## src/verilog/dpvc_defs.vh

```
`ifndef DPVC_DEFS_VH
`define DPVC_DEFS_VH

// register offsets, page 0
`define DPVC_ADDR_RSVD_A_LO 8'h37
`define DPVC_ADDR_RSVD_A_HI 8'h3B
`define DPVC_ADDR_PB_SEL 8'h3C
`define DPVC_ADDR_REC_SEL 8'h3D
`define DPVC_ADDR_RSVD_B 8'h3E
`define DPVC_ADDR_PATH 8'h3F
`define DPVC_ADDR_VOLCTL 8'h40

// reset values
`define DPVC_RST_PB_SEL 8'h01
`define DPVC_RST_REC_SEL 8'h04
`define DPVC_RST_RSVD_B 8'h00
`define DPVC_RST_PATH 8'h14
`define DPVC_RST_VOLCTL 8'h0C
`define DPVC_RST_GAIN 8'h00
`define DPVC_RD_RSVD 8'h00
`define DPVC_RST_RDATA 8'h00
`define DPVC_RST_VALID 1'h1

// field positions
`define DPVC_SEL_HI 4
`define DPVC_SEL_LO 0
`define DPVC_PATH_LPWR 7
`define DPVC_PATH_RPWR 6
`define DPVC_PATH_LROUTE_HI 5
`define DPVC_PATH_LROUTE_LO 4
`define DPVC_PATH_RROUTE_HI 3
`define DPVC_PATH_RROUTE_LO 2
`define DPVC_PATH_STEP_HI 1
`define DPVC_PATH_STEP_LO 0
`define DPVC_VOL_LMUTE 3
`define DPVC_VOL_RMUTE 2
`define DPVC_VOL_COUPLE_HI 1
`define DPVC_VOL_COUPLE_LO 0

// playback block code range
`define DPVC_PB_MIN 5'h01
`define DPVC_PB_MAX 5'h19

// routing codes, own means the channel's own side
`define DPVC_ROUTE_OFF 2'h0
`define DPVC_ROUTE_OWN 2'h1
`define DPVC_ROUTE_OTHER 2'h2
`define DPVC_ROUTE_AVG 2'h3

// soft-step codes
`define DPVC_STEP_ONE 2'h0
`define DPVC_STEP_TWO 2'h1
`define DPVC_STEP_NONE 2'h2

// coupling codes
`define DPVC_COUPLE_INDEP 2'h0
`define DPVC_COUPLE_L_FROM_R 2'h1
`define DPVC_COUPLE_R_FROM_L 2'h2

// gain code limits, signed 0.5 dB steps
`define DPVC_GAIN_MAX 8'h30
`define DPVC_GAIN_MIN 8'h81
`define DPVC_GAIN_BAD 8'h80

`endif

```

## src/verilog/dpvc_route.v

```verilog
`timescale 1ns/1ps
`default_nettype none
`include "dpvc_defs.vh"

module dpvc_route (
    // selection
    input wire [1:0] route_i,
    // samples, own side and opposite side
    input wire [15:0] own_i,
    input wire [15:0] other_i,
    // routed sample
    output reg [15:0] data_o
);

    wire [16:0] sum;

    // sign-extended sum so the average never overflows
    assign sum = {own_i[15], own_i} + {other_i[15], other_i};

    // source select for one dac channel
    always @* begin
        case (route_i)
            `DPVC_ROUTE_OFF: data_o = 16'h0000;
            `DPVC_ROUTE_OWN: data_o = own_i;
            `DPVC_ROUTE_OTHER: data_o = other_i;
            default: data_o = sum[16:1]; // (l + r) / 2
        endcase
    end

endmodule // dpvc_route
`default_nettype wire

```

## src/verilog/dpvc_vol_ramp.v

```verilog
`timescale 1ns/1ps
`default_nettype none
`include "dpvc_defs.vh"

module dpvc_vol_ramp (
    // clock and reset
    input wire core_clk_i,
    input wire resetn_i,
    // control
    input wire [7:0] target_i,
    input wire [1:0] step_mode_i,
    input wire sample_tick_i,
    // applied gain
    output wire [7:0] gain_o
);

    reg [7:0] gain_ff;
    reg half_ff;
    wire step_now;
    wire ramping;
    wire go_up;

    assign ramping = (step_mode_i == `DPVC_STEP_ONE) ||
                     (step_mode_i == `DPVC_STEP_TWO);
    // every tick, or every second tick
    assign step_now = sample_tick_i &&
                      ((step_mode_i == `DPVC_STEP_ONE) || half_ff);
    assign go_up = $signed(target_i) > $signed(gain_ff);
    assign gain_o = gain_ff;

    // one 0.5 dB step per selected sample period, else jump
    always @(posedge core_clk_i or negedge resetn_i) begin
        if (!resetn_i) begin
            gain_ff <= `DPVC_RST_GAIN;
            half_ff <= 1'b0;
        end else begin
            if (sample_tick_i) begin
                half_ff <= ~half_ff;
            end
            if (!ramping) begin
                gain_ff <= target_i;
            end else if (step_now && (gain_ff != target_i)) begin
                gain_ff <= go_up ? gain_ff + 8'h01 :
                           gain_ff - 8'h01;
            end
        end
    end

endmodule // dpvc_vol_ramp
`default_nettype wire

```

## src/verilog/dpvc_top.v

```verilog
// Operation
// - playback select 5 bits, reset 1, 1..25
// - record select reset 4, listed codes valid
// - path bit 7 powers left dac
// - path bit 6 powers right dac
// - left routing: off, left, right, average
// - right routing: off, right, left, average
// - soft-step: per sample, per two, immediate
// - volume bit 3 mutes left, reset muted
// - volume bit 2 mutes right, reset muted
// - coupling copies one channel's volume
// - compression active forces independent volumes
// - gain codes 0x81..0x30, half dB steps
`timescale 1ns/1ps
`default_nettype none
`include "dpvc_defs.vh"

module dpvc_top (
    // clock and reset
    input wire core_clk_i,
    input wire resetn_i,
    // register port behind the control bus engine
    input wire [7:0] reg_addr_i,
    input wire [7:0] reg_wdata_i,
    input wire reg_wr_i,
    input wire reg_rd_i,
    output wire [7:0] reg_rdata_o,
    // playback datapath inputs
    input wire sample_tick_i,
    input wire [15:0] left_data_i,
    input wire [15:0] right_data_i,
    input wire [7:0] left_vol_i,
    input wire [7:0] right_vol_i,
    input wire drc_active_i,
    // block selection outputs
    output wire [4:0] playback_block_o,
    output wire playback_block_valid_o,
    output wire [4:0] record_block_o,
    output wire record_block_valid_o,
    // dac channel outputs
    output wire left_power_o,
    output wire right_power_o,
    output wire left_mute_o,
    output wire right_mute_o,
    output wire [15:0] left_dac_data_o,
    output wire [15:0] right_dac_data_o,
    output wire [7:0] left_gain_o,
    output wire [7:0] right_gain_o
);

    // checks a record block code against the supported set
    function rec_code_ok;
        input [4:0] code;
        begin
            case (code)
                5'h04, 5'h05, 5'h06,
                5'h0A, 5'h0B, 5'h0C,
                5'h10, 5'h11, 5'h12: rec_code_ok = 1'b1;
                default: rec_code_ok = 1'b0;
            endcase
        end
    endfunction

    // checks a playback block code against the supported range
    function pb_code_ok;
        input [4:0] code;
        begin
            pb_code_ok = (code >= `DPVC_PB_MIN) && (code <= `DPVC_PB_MAX);
        end
    endfunction

    // folds unused gain codes onto the nearest legal one
    function [7:0] gain_clamp;
        input [7:0] code;
        begin
            if (code == `DPVC_GAIN_BAD) begin
                gain_clamp = `DPVC_GAIN_MIN;
            end else if ($signed(code) > $signed(`DPVC_GAIN_MAX)) begin
                gain_clamp = `DPVC_GAIN_MAX;
            end else begin
                gain_clamp = code;
            end
        end
    endfunction

    // one-hot select of the stored register at an offset
    function [3:0] reg_hit;
        input [7:0] addr;
        begin
            case (addr)
                `DPVC_ADDR_PB_SEL: reg_hit = 4'h1;
                `DPVC_ADDR_REC_SEL: reg_hit = 4'h2;
                `DPVC_ADDR_PATH: reg_hit = 4'h4;
                `DPVC_ADDR_VOLCTL: reg_hit = 4'h8;
                default: reg_hit = 4'h0;
            endcase
        end
    endfunction

    // volume target of one channel after coupling and clamping
    function [7:0] chan_target;
        input copy;
        input [7:0] own_vol;
        input [7:0] other_vol;
        begin
            if (copy) begin
                chan_target = gain_clamp(other_vol);
            end else begin
                chan_target = gain_clamp(own_vol);
            end
        end
    endfunction

    // register storage
    reg [7:0] pb_sel_ff;
    reg [7:0] rec_sel_ff;
    reg [7:0] path_ff;
    reg [7:0] volctl_ff;
    reg [7:0] rdata_ff;
    reg [7:0] nxt_rdata;

    // derived outputs, registered
    reg pb_valid_ff;
    reg rec_valid_ff;
    reg [15:0] left_dac_ff;
    reg [15:0] right_dac_ff;

    // combinational helpers
    wire [1:0] step_mode;
    wire [1:0] couple;
    wire [1:0] eff_couple;
    wire [7:0] left_tgt;
    wire [7:0] right_tgt;
    wire [15:0] tgt_vec;
    wire [15:0] gain_vec;
    wire [3:0] route_vec;
    wire [31:0] own_vec;
    wire [31:0] other_vec;
    wire [31:0] routed_vec;
    wire left_on;
    wire right_on;
    wire [3:0] wr_hit;
    wire [3:0] rd_hit;

    // write decode, at most one register per strobe
    assign wr_hit = reg_wr_i ? reg_hit(reg_addr_i) : 4'h0;

    // read decode, same map as the writes
    assign rd_hit = reg_rd_i ? reg_hit(reg_addr_i) : 4'h0;

    // register writes; reserved areas keep no state
    always @(posedge core_clk_i or negedge resetn_i) begin
        if (!resetn_i) begin
            pb_sel_ff <= `DPVC_RST_PB_SEL;
            rec_sel_ff <= `DPVC_RST_REC_SEL;
            path_ff <= `DPVC_RST_PATH;
            volctl_ff <= `DPVC_RST_VOLCTL;
        end else begin
            if (wr_hit[0]) begin
                pb_sel_ff <= reg_wdata_i;
            end
            if (wr_hit[1]) begin
                rec_sel_ff <= reg_wdata_i;
            end
            if (wr_hit[2]) begin
                path_ff <= reg_wdata_i;
            end
            if (wr_hit[3]) begin
                volctl_ff <= reg_wdata_i;
            end
        end
    end

    // read mux; reserved and unmapped offsets read zero
    always @* begin
        nxt_rdata = rdata_ff;
        if (rd_hit[0]) begin
            nxt_rdata = pb_sel_ff;
        end else if (rd_hit[1]) begin
            nxt_rdata = rec_sel_ff;
        end else if (rd_hit[2]) begin
            nxt_rdata = path_ff;
        end else if (rd_hit[3]) begin
            nxt_rdata = volctl_ff;
        end else if (reg_rd_i) begin
            if (reg_addr_i == `DPVC_ADDR_RSVD_B) begin
                nxt_rdata = `DPVC_RST_RSVD_B;
            end else begin
                nxt_rdata = `DPVC_RD_RSVD;
            end
        end
    end

    // read data register holds until the next read
    always @(posedge core_clk_i or negedge resetn_i) begin
        if (!resetn_i) begin
            rdata_ff <= `DPVC_RST_RDATA;
        end else begin
            rdata_ff <= nxt_rdata;
        end
    end

    // registered read data straight to the port
    assign reg_rdata_o = rdata_ff;

    // block selection fields and their validity
    always @(posedge core_clk_i or negedge resetn_i) begin
        if (!resetn_i) begin
            pb_valid_ff <= `DPVC_RST_VALID;
            rec_valid_ff <= `DPVC_RST_VALID;
        end else begin
            pb_valid_ff <= pb_code_ok(
                pb_sel_ff[`DPVC_SEL_HI:`DPVC_SEL_LO]);
            rec_valid_ff <= rec_code_ok(
                rec_sel_ff[`DPVC_SEL_HI:`DPVC_SEL_LO]);
        end
    end

    // selected codes and their flags
    assign playback_block_o = pb_sel_ff[`DPVC_SEL_HI:`DPVC_SEL_LO];
    assign record_block_o = rec_sel_ff[`DPVC_SEL_HI:`DPVC_SEL_LO];
    assign playback_block_valid_o = pb_valid_ff;
    assign record_block_valid_o = rec_valid_ff;

    // power and mute straight from the register bits
    assign left_power_o = path_ff[`DPVC_PATH_LPWR];
    assign right_power_o = path_ff[`DPVC_PATH_RPWR];
    assign left_mute_o = volctl_ff[`DPVC_VOL_LMUTE];
    assign right_mute_o = volctl_ff[`DPVC_VOL_RMUTE];

    // volume coupling, overridden while compression runs
    assign couple = volctl_ff[`DPVC_VOL_COUPLE_HI:`DPVC_VOL_COUPLE_LO];
    assign eff_couple = drc_active_i ? `DPVC_COUPLE_INDEP :
                        couple;
    assign left_tgt = chan_target(eff_couple == `DPVC_COUPLE_L_FROM_R,
        left_vol_i, right_vol_i);
    assign right_tgt = chan_target(eff_couple == `DPVC_COUPLE_R_FROM_L,
        right_vol_i, left_vol_i);

    // soft-step rate shared by both ramps
    assign step_mode = path_ff[`DPVC_PATH_STEP_HI:`DPVC_PATH_STEP_LO];

    // channel 0 is left, channel 1 is right
    assign tgt_vec = {right_tgt, left_tgt};
    assign route_vec = {path_ff[`DPVC_PATH_RROUTE_HI:`DPVC_PATH_RROUTE_LO],
                        path_ff[`DPVC_PATH_LROUTE_HI:`DPVC_PATH_LROUTE_LO]};
    assign own_vec = {right_data_i, left_data_i};
    assign other_vec = {left_data_i, right_data_i};

    // per channel gain ramp and source routing
    genvar ch;
    generate
        for (ch = 0; ch < 2; ch = ch + 1) begin : g_chan
            dpvc_vol_ramp u_ramp (
                .core_clk_i(core_clk_i),
                .resetn_i(resetn_i),
                .target_i(tgt_vec[ch*8 +: 8]),
                .step_mode_i(step_mode),
                .sample_tick_i(sample_tick_i),
                .gain_o(gain_vec[ch*8 +: 8])
            );
            dpvc_route u_route (
                .route_i(route_vec[ch*2 +: 2]),
                .own_i(own_vec[ch*16 +: 16]),
                .other_i(other_vec[ch*16 +: 16]),
                .data_o(routed_vec[ch*16 +: 16])
            );
        end
    endgenerate

    // applied gains from the ramp registers
    assign left_gain_o = gain_vec[7:0];
    assign right_gain_o = gain_vec[15:8];

    // a channel passes data only when powered and not muted
    assign left_on = path_ff[`DPVC_PATH_LPWR] &&
                     !volctl_ff[`DPVC_VOL_LMUTE];
    assign right_on = path_ff[`DPVC_PATH_RPWR] &&
                      !volctl_ff[`DPVC_VOL_RMUTE];

    // registered dac samples
    always @(posedge core_clk_i or negedge resetn_i) begin
        if (!resetn_i) begin
            left_dac_ff <= 16'h0000;
            right_dac_ff <= 16'h0000;
        end else begin
            left_dac_ff <= left_on ? routed_vec[15:0] : 16'h0000;
            right_dac_ff <= right_on ? routed_vec[31:16] :
                            16'h0000;
        end
    end

    // registered samples straight to the ports
    assign left_dac_data_o = left_dac_ff;
    assign right_dac_data_o = right_dac_ff;

endmodule // dpvc_top
`default_nettype wire

```

## config.mk

```make
export PLATFORM = sky130hd
export DESIGN_NAME = dpvc_top
export DESIGN_NICKNAME = d
export VERILOG_FILES = /design/src/verilog/dpvc_route.v /design/src/verilog/dpvc_vol_ramp.v /design/src/verilog/dpvc_top.v
export VERILOG_INCLUDE_DIRS = /design/src /design/src/verilog
export SDC_FILE = /design/constraint.sdc
export NUM_CORES = 1
export LEC_CHECK = 0
export ABC_AREA = 1
export BUFFER_PORTS_ARGS = -buffer_cell sky130_fd_sc_hd__buf_4
export CAP_MARGIN = 20
export CORE_ASPECT_RATIO = 1.5
export CORE_MARGIN = 3
export CORE_UTILIZATION = 58
export CTS_CLUSTER_SIZE = 25
export DETAILED_ROUTE_END_ITERATION = 7
export PLACE_DENSITY = 0.82
export RECOVER_POWER = 50
export SLEW_MARGIN = 20
export SYNTH_ARGS = -nofsm -noshare
export SYNTH_HDL_FRONTEND = slang
export SYNTH_HIERARCHICAL = 1
export SYNTH_SLANG_ARGS = --single-unit
```

## constraint.sdc

```tcl
create_clock -name core_clk_i -period 4.1 [get_ports core_clk_i]
set_input_delay 0.41 -clock core_clk_i [delete_from_list [all_inputs] [get_ports core_clk_i]]
set_output_delay 0.41 -clock core_clk_i [all_outputs]
set_load 0.05 [all_outputs]
```

# [After elaboration in Yosys (flattened, before gate mapping)]
# Memory sizes are Yosys's and may differ from the RTL's. A register that Yosys moved wholly into a read port is not among the register bits.
# Index checks and enable logic that the tools add are counted.
[classes] n_addsub=5 order_cmp=6 n_eq_ne=17 mux=25 bitwise_logic=2 reduce_logical=17
[ops] cell="$mux W8" n=17
[ops] cell="$pmux W16 S3" n=2
[ops] cell="$mux W16" n=2
[ops] cell="$eq A8 B6 Y1 const B" n=3
[ops] cell="$add A16 B16 Y17" n=1
[ops] cell="$add A8 B1 Y8 const B" n=2
[ops] cell="$eq A8 B8 Y1 const B" n=2
[ops] cell="$gt A8 B7 Y1 const B" n=2
[ops] cell="$gt A8 B8 Y1" n=2
[ops] cell="$ne A8 B8 Y1" n=2
[ops] cell="$pmux W4 S4" n=1
[ops] cell="$sub A8 B1 Y8 const B" n=2
[ops] cell="$eq A2 B1 Y1 const B" n=4
[ops] cell="$eq A8 B7 Y1 const B" n=1
[ops] cell="$mux W4" n=2
[ops] cell="$logic_and A1 B1 Y1" n=7
[ops] cell="$eq A2 B2 Y1 const B" n=3
[ops] cell="$logic_not A2 Y1" n=3
[ops] cell="$ge A5 B1 Y1 const B" n=1
[ops] cell="$le A5 B5 Y1 const B" n=1
[ops] cell="$reduce_bool A5 Y1" n=1
[ops] cell="$logic_not A1 Y1" n=3
[ops] cell="$logic_or A1 B1 Y1" n=3
[ops] cell="$mux W2" n=1
[ops] cell="3 further kinds" n=4
[word_totals] register_bits=91 romBits=32 input_bits=70 output_inout_bits=72 memories=1
[memory_table] memory="(name not given)" depth=32 width=1 rd=1 rd_ports_with_merged_regs=1 write_ports=0 line_no="dpvc_top.v:55" source="case (code)"

# [Longest topological paths before layout]
# Gate-level depths: netlist of the first run.
[logic_depth] ltp_word=8 depth_mapped=29 mapped_depth_nobuf=29

# [Cells and area by module]
# The synthesis of the first run kept the hierarchy.
[modules_own_cells] module="dpvc_top" instances=1 cells_each=435 area_per_inst_um2=3505.9 seq_area_each_um2=1861.8
[modules_own_cells] module="dpvc_route" instances=2 cells_each=255 area_per_inst_um2=1281.2 seq_area_each_um2=0.0
[modules_own_cells] module="dpvc_vol_ramp at g_chan[1].u_ramp" instances=1 cells_each=128 area_per_inst_um2=988.4 seq_area_each_um2=225.2
[modules_own_cells] module="dpvc_vol_ramp at g_chan[0].u_ramp" instances=1 cells_each=128 area_per_inst_um2=962.2 seq_area_each_um2=225.2

# [Least setup slack after synthesis of the first run]
# OpenSTA, ideal clock, no wires.
[synth_path] path_type="input-to-reg" startpoint="input port left_vol_i[0]" endpoint="register g_chan[1].u_ramp.gain_ff[6]" setup_time_ns=0.131 arrival_time_ns=3.169 required_time_ns=3.969 path_slack_ns=0.800 stages=24 path_buffers=0 cell_sequence="nor2_1 -> and2_1 -> nand2_1 -> nand2_1 -> nand2_1 -> o21ai_0 -> ha_1 -> nand2_1 -> inv_1 -> nand2_1 -> nand2_1 -> nand2_1 -> nand3_1 -> nand2_2 -> nand2_1 -> ha_1 -> a21oi_1 -> nand2_1 -> a21oi_1 -> nor2_1 -> nor2_1 -> o21ai_0 -> a21oi_1 -> o22ai_2"
[synth_between] elab_chain_cells=8 elab_cells_between_ends=12
[synth_lines] element="start: declaration" line_no="dpvc_top.v:32" source="input wire [7:0] left_vol_i,"
[synth_lines] element="$gt A8 B7 Y1" line_no="dpvc_top.v:78" source="end else if ($signed(code) > $signed(`DPVC_GAIN_MAX)) begin"
[synth_lines] element="$mux W8" line_no="dpvc_top.v:78"
[synth_lines] element="$mux W8 *" line_no="dpvc_top.v:76" source="if (code == `DPVC_GAIN_BAD) begin"
[synth_lines] element="$mux W8 *" line_no="dpvc_top.v:106" source="if (copy) begin"
[synth_lines] element="net right_tgt[3]" line_no="dpvc_top.v:133" source="wire [7:0] right_tgt;"
[synth_lines] element="$gt A8 B8 Y1" line_no="dpvc_vol_ramp.v:28" source="assign go_up = $signed(target_i) > $signed(gain_ff);"
[synth_lines] element="$mux W8" line_no="dpvc_vol_ramp.v:43" source="gain_ff <= go_up ? gain_ff + 8'h01 :"
[synth_lines] element="$mux W8" line_no="dpvc_vol_ramp.v:42" source="end else if (step_now && (gain_ff != target_i)) begin"
[synth_lines] element="$mux W8" line_no="dpvc_vol_ramp.v:40" source="if (!ramping) begin"
[synth_lines] element="end signal: assignment" line_no="dpvc_vol_ramp.v:34" source="gain_ff <= `DPVC_RST_GAIN;"
[synth_lines] element="end signal: assignment" line_no="dpvc_vol_ramp.v:41" source="gain_ff <= target_i;"
[synth_lines] element="end signal: assignment" line_no="dpvc_vol_ramp.v:43"
[synth_lines] element="end: declaration" line_no="dpvc_vol_ramp.v:17" source="reg [7:0] gain_ff;"
# The timed path passes the listed nets; every way through them passes the cells marked *. The select of a mux whose other input is x is not followed.
# A chain may end at the register's enable or synchronous reset.

# [Worst setup path in the final report of the first run]
[layout_path] startpoint="register volctl_ff[0]" endpoint="register g_chan[1].u_ramp.gain_ff[6]"
[layout_between] elab_chain_cells=7 elab_cells_between_ends=10
[layout_lines] element="start: declaration" line_no="dpvc_top.v:118" source="reg [7:0] volctl_ff;"
[layout_lines] element="start signal: assignment" line_no="dpvc_top.v:157" source="volctl_ff <= `DPVC_RST_VOLCTL;"
[layout_lines] element="start signal: assignment" line_no="dpvc_top.v:169" source="volctl_ff <= reg_wdata_i;"
[layout_lines] element="$mux W2 *" line_no="dpvc_top.v:233" source="assign eff_couple = drc_active_i ? `DPVC_COUPLE_INDEP :"
[layout_lines] element="$eq A2 B2 Y1 (no source line) *"
[layout_lines] element="$mux W8 *" line_no="dpvc_top.v:106"
[layout_lines] element="net right_tgt[3]" line_no="dpvc_top.v:133"
[layout_lines] element="$gt A8 B8 Y1" line_no="dpvc_vol_ramp.v:28"
[layout_lines] element="$mux W8" line_no="dpvc_vol_ramp.v:43"
[layout_lines] element="$mux W8" line_no="dpvc_vol_ramp.v:42"
[layout_lines] element="$mux W8" line_no="dpvc_vol_ramp.v:40"
# Marked as above.

==> results of run 1 <==
[per-layer routing]
layer  vias up  wire length, um  GRT usage (%)
met3        75             1040           4.43
li1       4046                -              -
met5         -                0              0
met4         0             1120           15.2
met2       246            11900           56.5
met1      3643             7840           28.9
[registers in the layout, indices dropped and copies added, names as in the netlist]
register                count
left_dac_data_o            16
record_block_valid_o        1
volctl_ff                   8
g_chan.u_ramp/gain_o       16
pb_sel_ff                   8
right_dac_data_o           16
g_chan.u_ramp/half_ff       2
rec_sel_ff                  8
playback_block_valid_o      1
reg_rdata_o                 8
path_ff                     8
[power by group]
part | internal, mW | total [mW] | switching (mW) | leakage [nW]
combinational | 1.04 | 2.91 | 1.87 | 3.87
clock | 0.558 | 0.926 | 0.368 | 0.165
sequential | 1.07 | 1.22 | 0.152 | 1.17
total | 2.67 | 5.06 | 2.39 | 5.21
[metrics by stage]
stage	hold slack (ns)	power, mW
2_1_floorplan	0.114	3.44
3_3_place_gp	0.468	4.13
3_5_place_dp	0.474	4.17
4_1_cts	0.129	5.11
5_1_grt	0.310	5.51
6_report	0.283	5.06
[critical path: stages, from the launching register on]
cell and delay [ns]:
dfrtp_1 0.42, nor2_1 0.11, nand2_1 0.23, nand3_1 0.17, o21ai_0 0.15, ha_1 0.34
nand2_1 0.05, inv_1 0.10, nand2_1 0.06, nand2_1 0.05, nand2_1 0.06, nand2_1 0.06
nand2_1 0.05, nand2_2 0.07, nand2_1 0.23, ha_1 0.43, a21oi_1 0.15, nand2_1 0.09
a21oi_1 0.13, nor2_1 0.05, nor2_1 0.11, o21ai_0 0.08, a21oi_1 0.16, o22ai_2 0.08
[worst max path at each step]
stage                    from                          to  cells after the start
4_1_cts          volctl_ff[0]  g_chan[1].u_ramp/gain_o[3]                     19
6_report         volctl_ff[0]  g_chan[1].u_ramp/gain_o[6]                     23
3_5_place_dp   right_vol_i[2]  g_chan[1].u_ramp/gain_o[6]                     30
3_3_place_gp   right_vol_i[2]  g_chan[1].u_ramp/gain_o[6]                     30
5_1_grt          volctl_ff[0]  g_chan[1].u_ramp/gain_o[7]                     21
2_1_floorplan   left_vol_i[0]  g_chan[1].u_ramp/gain_o[6]                     24
[cell usage in the layout, fill, tap and decap left out, types with 15 or more instances in the layout]
cell      count
a21oi_1      48
a22o_1       20
buf_4       119
clkbuf_1     22
dfrtp_1      84
ha_1         60
inv_1       215
nand2_1     386
nand2_2      15
nand3_1      82
nand4_1      16
nor2_1       87
o21ai_0      52
[cells by family after synthesis]
| group | count (synthesis) | synth area share [%] |
|---|---|---|
| simple gates | 627 | 34.4 |
| buf+inv | 251 | 12.9 |
| compound gates | 156 | 12.3 |
| fa+ha+maj | 64 | 10.4 |
| flops | 92 | 28.8 |
| xor+xnor | 11 | 1.20 |
[cell type report]
| type | count | area, um^2 |
|---|---|---|
| clock buffers | 10 | 239 |
| inverters | 222 | 833 |
| repair buffers | 142 | 981 |
| clock inverters | 6 | 93.8 |
| flip-flops and latches | 92 | 2310 |
| multi-input cells | 858 | 4650 |
| fillers | 1236 | 4230 |
| well taps | 162 | 203 |
==> results.md, run 1 <==
- Global-route wire length before repair: between 30,000 and 40,000 um
- Cells after synthesis: 1,201
- Setup repair after global routing missed its margin: no
- Setup WS pre-CTS: around 0.29 ns
- Chip Height: ~150 um
- Share of the synthesized area in the top cell type: around a quarter
- Part of the Yosys area used for sequential elements: about 29%
- Die Wd: between 100 and 150 um
- Largest net degree at the start of global routing: 57
- Htree depth: 3
- HP Start: reg_wdata_i[6]
- Area after DPL: roughly 9100 um^2
- Design Area, Final: 9310 um^2
- Post-route insts no fill: 1,492
- Clk buf depth: 2
- Antenna violations before repair: 0
- Pins Over Slew Limit: between 50 and 60
- TritonCTS clock tree: yes
- Post-DP HPWL: 17,700 um
- P_leak: ~5.2 nW
- Hold Path End: path_ff[6]
- Ys Warns: 6
- Worst vdd ir: around 0.31 mV
- Final wirelength: roughly 22,000 um
- EDFF count, synth: 0
- Clock transition at the registers of the reported paths: 0.07 ns
- Placed insts: around 1,500
- Worst Path Required: roughly 4.3 ns
- # Max-Cap Violations: 1
- R2R depth: 23
- Area grow syn2layout: 16.1%
- Most area-consuming cells after synthesis: dfrtp_1 26%, nand2_1 18%, inv_1 10%, ha_1 9.4%, nand3_1 5.1%
- Drt pass-1 iters: 5
- DR iter-0 viols: approximately 360
- Final Hold Viols: 0
- Final setup viols: 0
- Mapped cell area: around 8000 um^2
- Port bufs: about 140
- PnR worst setup slack: 0.511 ns
- Top FF cell, synth: dfrtp_1
- Post-synth ARST share: 100%
- Flops & latches, synth: slightly above 90
- Crit end category: register
- Hold path depth: 3
- Reg2reg setup slack: 0.51 ns
- Final min period: about 3.6 ns
- Clock latency on the worst-skew pair: about 0.34 ns
- ANT nets after route: 0
- Worst hold path type: in2reg
- Unique masters post-synth: 48
- Total Die Area: 15,300 um^2
- Syn nets: between 1,000 and 1,500
- CP startpoint kind: register
- Placer Congestion: ~1
- Top cells by count, synth: 385 x nand2_1, 215 x inv_1, 84 x dfrtp_1, 84 x nor2_1, 82 x nand3_1
- Vias in the first global route: 7,809
- WL/cell: 14.7 um
- Slew HR: -96.4%
- PwrDens: 543 nW/um^2
- Status: complete, but fails checks
- Synth area leader: dfrtp_1
- CP arrival: approximately 3.8 ns
- Reg2reg start: volctl_ff[0]
- Root buf cell: clkbuf_16
- # hold bufs at CTS: 0
- Setup_tns: 0 ns
- Overflow left after global routing: 0
- Starting Density: between 50% and 60%
- Period utilisation layout: 87.5%
- # IOs: 142
- DRC: 0
- Max Fclk: around 0.28 GHz
- Critical R2R Capture: g_chan[1].u_ramp/gain_o[6]
- Failing checks: max-capacitance violations, max-slew violations
- Num CTS Buffers: 9
- Vias per cell: 5.37
- Slew of the pin with the lowest slew margin: slightly below 3 ns
- Final core occ: a little under 70%
- Worst-path fanout max: 13
- Antenna cell count: 0
- Layout cell share with drive strength beyond 1: 14.5%
- Routed vias: about 8,000
- GRT Util Overall: between 20% and 30%
- Worst setup path category: reg2reg
- Skew final: 0.00665 ns
- Number of gates resized after CTS: 0
- Nets: 1,459
- CTS Sinks: 92
- Postcts setup bufs: 0
- Syn avg cell area: between 6 and 7 um^2
- Most common cell in the netlist: nand2_1
- Cell Rows: 52
- Placeable Area: 13,500 um^2
Note: power is estimated with default switching activity, not from simulation.
==> inputs of run 2 (changes only) <==
RECOVER_POWER = not set   (was 50)
==> run 2 against run 1 <==
  * Sequential share of layout area down 0.30 points
  * Count of clock-buffer cells in the layout unchanged
  * Largest cell class unchanged
  * Global-route usage unchanged
  * The flow now finishes without violations
  * Die area unchanged
  * Critical path depth unchanged
  * Critical path type unchanged
  * First-iteration DRC count down 13%
  * Combinational power about the same
  * Highest routed layer unchanged
  * Worst setup slack worse by 0.015 ns
  * Non-clock buffer count unchanged
==> results.md, run 2 (synthesis gave the netlist of run 1 again) <==
- Status: completed
- Reg2reg start: volctl_ff[0]
- Max Fclk: 0.277 GHz
- Antenna cell count: 0
- ANT nets after route: 0
- CP arrival: around 3.8 ns
- Skew final: 0.00529 ns
- Worst setup path category: reg2reg
- Final min period: roughly 3.6 ns
- P_leak: around 5.3 nW
- Largest net degree at the start of global routing: 57
- Die Wd: around 100 um
- Commonest non-fill, non-tap cells in the layout: 385 x nand2_1, 215 x inv_1, 142 x buf_4
- # hold bufs at CTS: 0
- Overflow left after global routing: 0
- Post-route insts no fill: about 1,500
- Worst hold path type: in2async
- Port bufs: 141
- Number of gates resized after CTS: 0
- Antenna violations before repair: 0
- Htree depth: 3
- Critical R2R Capture: g_chan[1].u_ramp/gain_o[6]
- WL/cell: 14.7 um
- Chip Height: around 150 um
- Final Hold Viols: 0
- Setup repair after global routing missed its margin: no
- GRT Util Overall: between 20 and 30%
- Crit end category: register
- # Max-Cap Violations: 0
- # fillers: ~1,200
- Layout cell share with drive strength beyond 1: approximately 16%
- Clock latency on the worst-skew pair: about 0.34 ns
- Root buf cell: clkbuf_16
- Final setup viols: 0
- Reg2reg setup slack: ~0.50 ns
- Final wirelength: between 20,000 and 25,000 um
- Drt pass-1 iters: 5
- # IOs: ~140
- DR iter-0 viols: 309
- Placeable Area: roughly 14,000 um^2
- Slew of the pin with the lowest slew margin: around 0.7 ns
- Global-route wire length before repair: 35,200 um
- CP startpoint kind: register
- Postcts setup bufs: 0
- Routed vias: about 8,000
- Slew HR: 53.1%
- Post-DP HPWL: about 18,000 um
- Worst Path Required: around 4.3 ns
- Setup_tns: 0 ns
- Placer Congestion: about 0.98
- R2R depth: 23
- Num CTS Buffers: 9
- Vias in the first global route: 7,809
- Commonest non-fill, non-tap cell in the layout: nand2_1
- CTS Sinks: between 90 and 100
- Vias per cell: roughly 5.4
- Worst-path fanout max: 13
- Placed insts: roughly 1,500
- Cell Rows: 52
- DRC: 0
- Period utilisation layout: a little under 90%
- Total Die Area: roughly 15,000 um^2
- Pins Over Slew Limit: 0
- Worst vdd ir: 0.312 mV
- Area grow syn2layout: 17.5%
- Nets: approximately 1,500
- Starting Density: approximately three fifths
- Clk buf depth: 2
- TritonCTS clock tree: yes
- PwrDens: between 500 and 600 nW/um^2
- Clock transition at the registers of the reported paths: approximately 0.070 ns
==> run 2: cell types whose count changed in the layout (fill, tap and decap cells not counted), sizes merged <==
cell,change
buf,+23
clkbuf,-23
==> run 2: critical path, cell delays in order, from the launching register on <==
cell and delay [ns]:
dfrtp_1 0.42, nor2_1 0.11, nand2_1 0.24, nand3_1 0.18, o21ai_0 0.15, ha_1 0.34, nand2_1 0.05, inv_1 0.10
nand2_1 0.06, nand2_1 0.05, nand2_1 0.06, nand2_1 0.06, nand2_1 0.05, nand2_2 0.07, nand2_1 0.23, ha_1 0.43
a21oi_1 0.15, nand2_1 0.09, a21oi_1 0.13, nor2_1 0.05, nor2_1 0.11, o21ai_0 0.08, a21oi_1 0.16, o22ai_2 0.08
==> run 2: final cells by class <==
cell class | instances | area, um^2 | share of cell area, %
Sequential cell | 92 | 2310 | 24.5
Clock buffer | 10 | 239 | 2.54
Multi-Input combinational cell | 858 | 4680 | 49.6
Tap cell | 162 | 203 | 2.15
Timing Repair Buffer | 142 | 1070 | 11.3
Inverter | 222 | 833 | 8.84
Clock inverter | 6 | 93.8 | 0.996
==> run 2: power by group <==
part           internal, mW  switching [mW]  total (mW)  leakage [nW]
sequential             1.07           0.153        1.22          1.17
combinational          1.06            1.87        2.94          3.97
clock                 0.558           0.365       0.922         0.165
==> run 2: routing by layer <==
metal / global-route usage [%] / wire length (um) / part of all wire (%) / vias to the layer above
li1: - / - / - / 4050
met1: 28.9 / 7770 / 35 / 3656
met2: 56.5 / 12000 / 55 / 264
met3: 4.43 / 1090 / 5.0 / 81
met4: 15.2 / 1130 / 5.2 / 0
met5: 0 / 0 / 0 / -
==> run 2: how the worst max path moves through the flow <==
stage,slack (ns),to,startpoint
global route,0.02,g_chan[1].u_ramp/gain_o[7],volctl_ff[0]
detailed placement,0.29,g_chan[1].u_ramp/gain_o[6],right_vol_i[2]
floorplan,0.80,g_chan[1].u_ramp/gain_o[6],left_vol_i[0]
global placement,0.35,g_chan[1].u_ramp/gain_o[6],right_vol_i[2]
CTS,0.52,g_chan[1].u_ramp/gain_o[3],volctl_ff[0]
finish,0.50,g_chan[1].u_ramp/gain_o[6],volctl_ff[0]
==> run 2: stage by stage <==
stage	cell area, um^2	util [%]	power (mW)	hold WS, ns	setup WS, ns
6_report	9420	69.6	5.08	0.111	0.496
5_1_grt	9420	69.6	5.54	0.154	0.0177
4_1_cts	9420	69.6	5.11	0.129	0.518
3_5_place_dp	9090	67.2	4.17	0.474	0.290
3_3_place_gp	9090	67.2	4.13	0.468	0.349
2_1_floorplan	8020	-	3.44	0.114	0.800
==> inputs of run 3 (changes only) <==
SLEW_MARGIN = not set   (was 20)
clock period = 3.9 ns   (was 4.1 ns; I/O delays follow)
==> run 3 against run 2 <==
  * Wire length is 2.4% higher
  * Critical path type unchanged
  * Largest power group unchanged
  * Count of clock-buffer cells in the layout stayed put
  * Total power is 4.3% higher
==> results.md, run 3 (synthesis gave the netlist of run 1 again) <==
- Worst hold path type: in2async
- Clock transition at the registers of the reported paths: approximately 0.07 ns
- # fillers: around 1,200
- Crit path largest cell delay: approximately 0.59 ns
- CP startpoint kind: register
- Reg2reg setup slack: 0.28 ns
- Port bufs: around 140
- Worst-path cell chain: nand2_1, nand3_1, o32ai_1, ha_1, nand2_2, nor2_1, nor2_1, nand3_1, nand2_2, nand2_2, ha_1, a21oi_1, o31ai_1, a21oi_1, inv_1, nand3_1, nand3_1, nand2_1
- CP most frequent cell: nand3_1
- Area of the multi-input gates: between 4000 and 5000 um^2
- Total Die Area: 15,300 um^2
- Chip Height: around 150 um
- CP arrival: 3.85 ns
- Worst setup path category: reg2reg
- Setup_tns: 0 ns
- Status: completed
- Worst vdd ir: 0.337 mV
- Worst Path Required: between 4 and 5 ns
- Root buf cell: clkbuf_16
- CTS Sinks: 92
- Die Wd: a little over 100 um
- Clock latency on the worst-skew pair: 0.34 ns
- P_leak: 5.29 nW
- Vias per cell: 5.42
- Final wirelength: between 20,000 and 25,000 um
- # hold bufs at CTS: 0
- ANT nets after route: 0
- Drt pass-1 iters: 5
- Setup repair after global routing missed its margin: no
- Antenna violations before repair: 0
- Layout cell share with drive strength beyond 1: 16.6%
- DR iter-0 viols: 371
- Number of gates resized after CTS: 0
- Slew HR: a little over a third
- Crit end category: register
- Starting Density: between 50% and 60%
- Antenna cell count: 0
- Slew of the pin with the lowest slew margin: 0.957 ns
- Area grow syn2layout: 17.3%
- Final setup viols: 0
- Overflow left after global routing: 0
- Slowest-stage cell, CP: o32ai_1
- Worst-path fanout max: 10
- Nets: 1,461
- Cell Rows: 52
- Register area: 2310 um^2
- Postcts setup bufs: 0
- Vias in the first global route: 7,671
- Final Hold Viols: 0
- # Max-Cap Violations: 0
- Placer Congestion: between 1 and 1.5
- Overall Power: roughly 5.3 mW
- Routed vias: roughly 8,000
- Period utilisation layout: a little over 90%
- GRT Util Overall: about 30%
- Clk buf depth: 2
- Num CTS Buffers: 9
- Largest net degree at the start of global routing: 75
- Commonest non-fill, non-tap cells in the layout: 384 x nand2_1, 215 x inv_1, 144 x buf_4
- Skew final: roughly 0.012 ns
- Placeable Area: 13,500 um^2
- Htree depth: 3
- Post-DP HPWL: roughly 18,000 um
- # IOs: 142
- Pins Over Slew Limit: 0
- Max Fclk: ~0.28 GHz
- WL/cell: around 15 um
- Commonest non-fill, non-tap cell in the layout: nand2_1
- TritonCTS clock tree: yes
- Global-route wire length before repair: approximately 36,000 um
- DRC: 0
- PwrDens: between 500 and 600 nW/um^2
- Final min period: about 3.6 ns
==> run 3: layout make-up <==
class | instances | share of cell area [%]
clock buffers | 10 | 2.43
multi-input cells | 858 | 49.7
well taps | 162 | 2.15
repair buffers | 144 | 11.5
clock inverters | 6 | 0.758
inverters | 222 | 8.86
flip-flops and latches | 92 | 24.6
==> run 3: final timing paths <==
path,from,end,cells after the start
max reg2reg,volctl_ff[1],g_chan[0].u_ramp/gain_o[7],18
max in group asynchronous,resetn_i,pb_sel_ff[2],2
min,resetn_i,g_chan[0].u_ramp/gain_o[4],1
min in group core_clk_i,reg_wdata_i[6],path_ff[6],3
max,volctl_ff[1],g_chan[0].u_ramp/gain_o[7],18
min reg2reg,g_chan[1].u_ramp/half_ff,g_chan[1].u_ramp/half_ff,1
==> run 3: per-stage QoR <==
step                util (%)  instance area, um^2  hold WS, ns  setup WS [ns]  instances
finish                  69.5                 9410        0.190          0.280       1494
global route            69.5                 9410        0.261         0.0168       1494
floorplan                  -                 8020       0.0944          0.620       1201
detailed placement      67.3                 9100        0.475          0.125       1478
CTS                     69.5                 9410        0.226          0.287       1494
global placement        67.3                 9100        0.467          0.222       1478
==> run 3: routing by layer <==
layer | vias up | part of all wire, % | track usage, %
met5 | - | 0 | 0
met4 | 0 | 4.6 | 14.7
met3 | 74 | 4.6 | 4.43
met2 | 245 | 54 | 55.9
met1 | 3731 | 36 | 31.0
li1 | 4053 | - | -
==> run 3: worst max-delay path, delay by kind of cell, from the launching register on <==
family,cells,cell delay (ns)
AO/OA/AOI/OAI,4,1.07
adder cells (fa/ha/maj),2,0.77
buffers and inverters,1,0.07
flip-flops,1,0.43
AND/OR/NAND/NOR,11,1.16
==> run 3: power breakdown <==
part           total [mW]  switching [mW]  internal, mW  leakage, nW
logic                3.12            1.98          1.14         3.98
registers            1.28           0.160          1.12         1.17
clock network       0.901           0.397         0.504        0.140
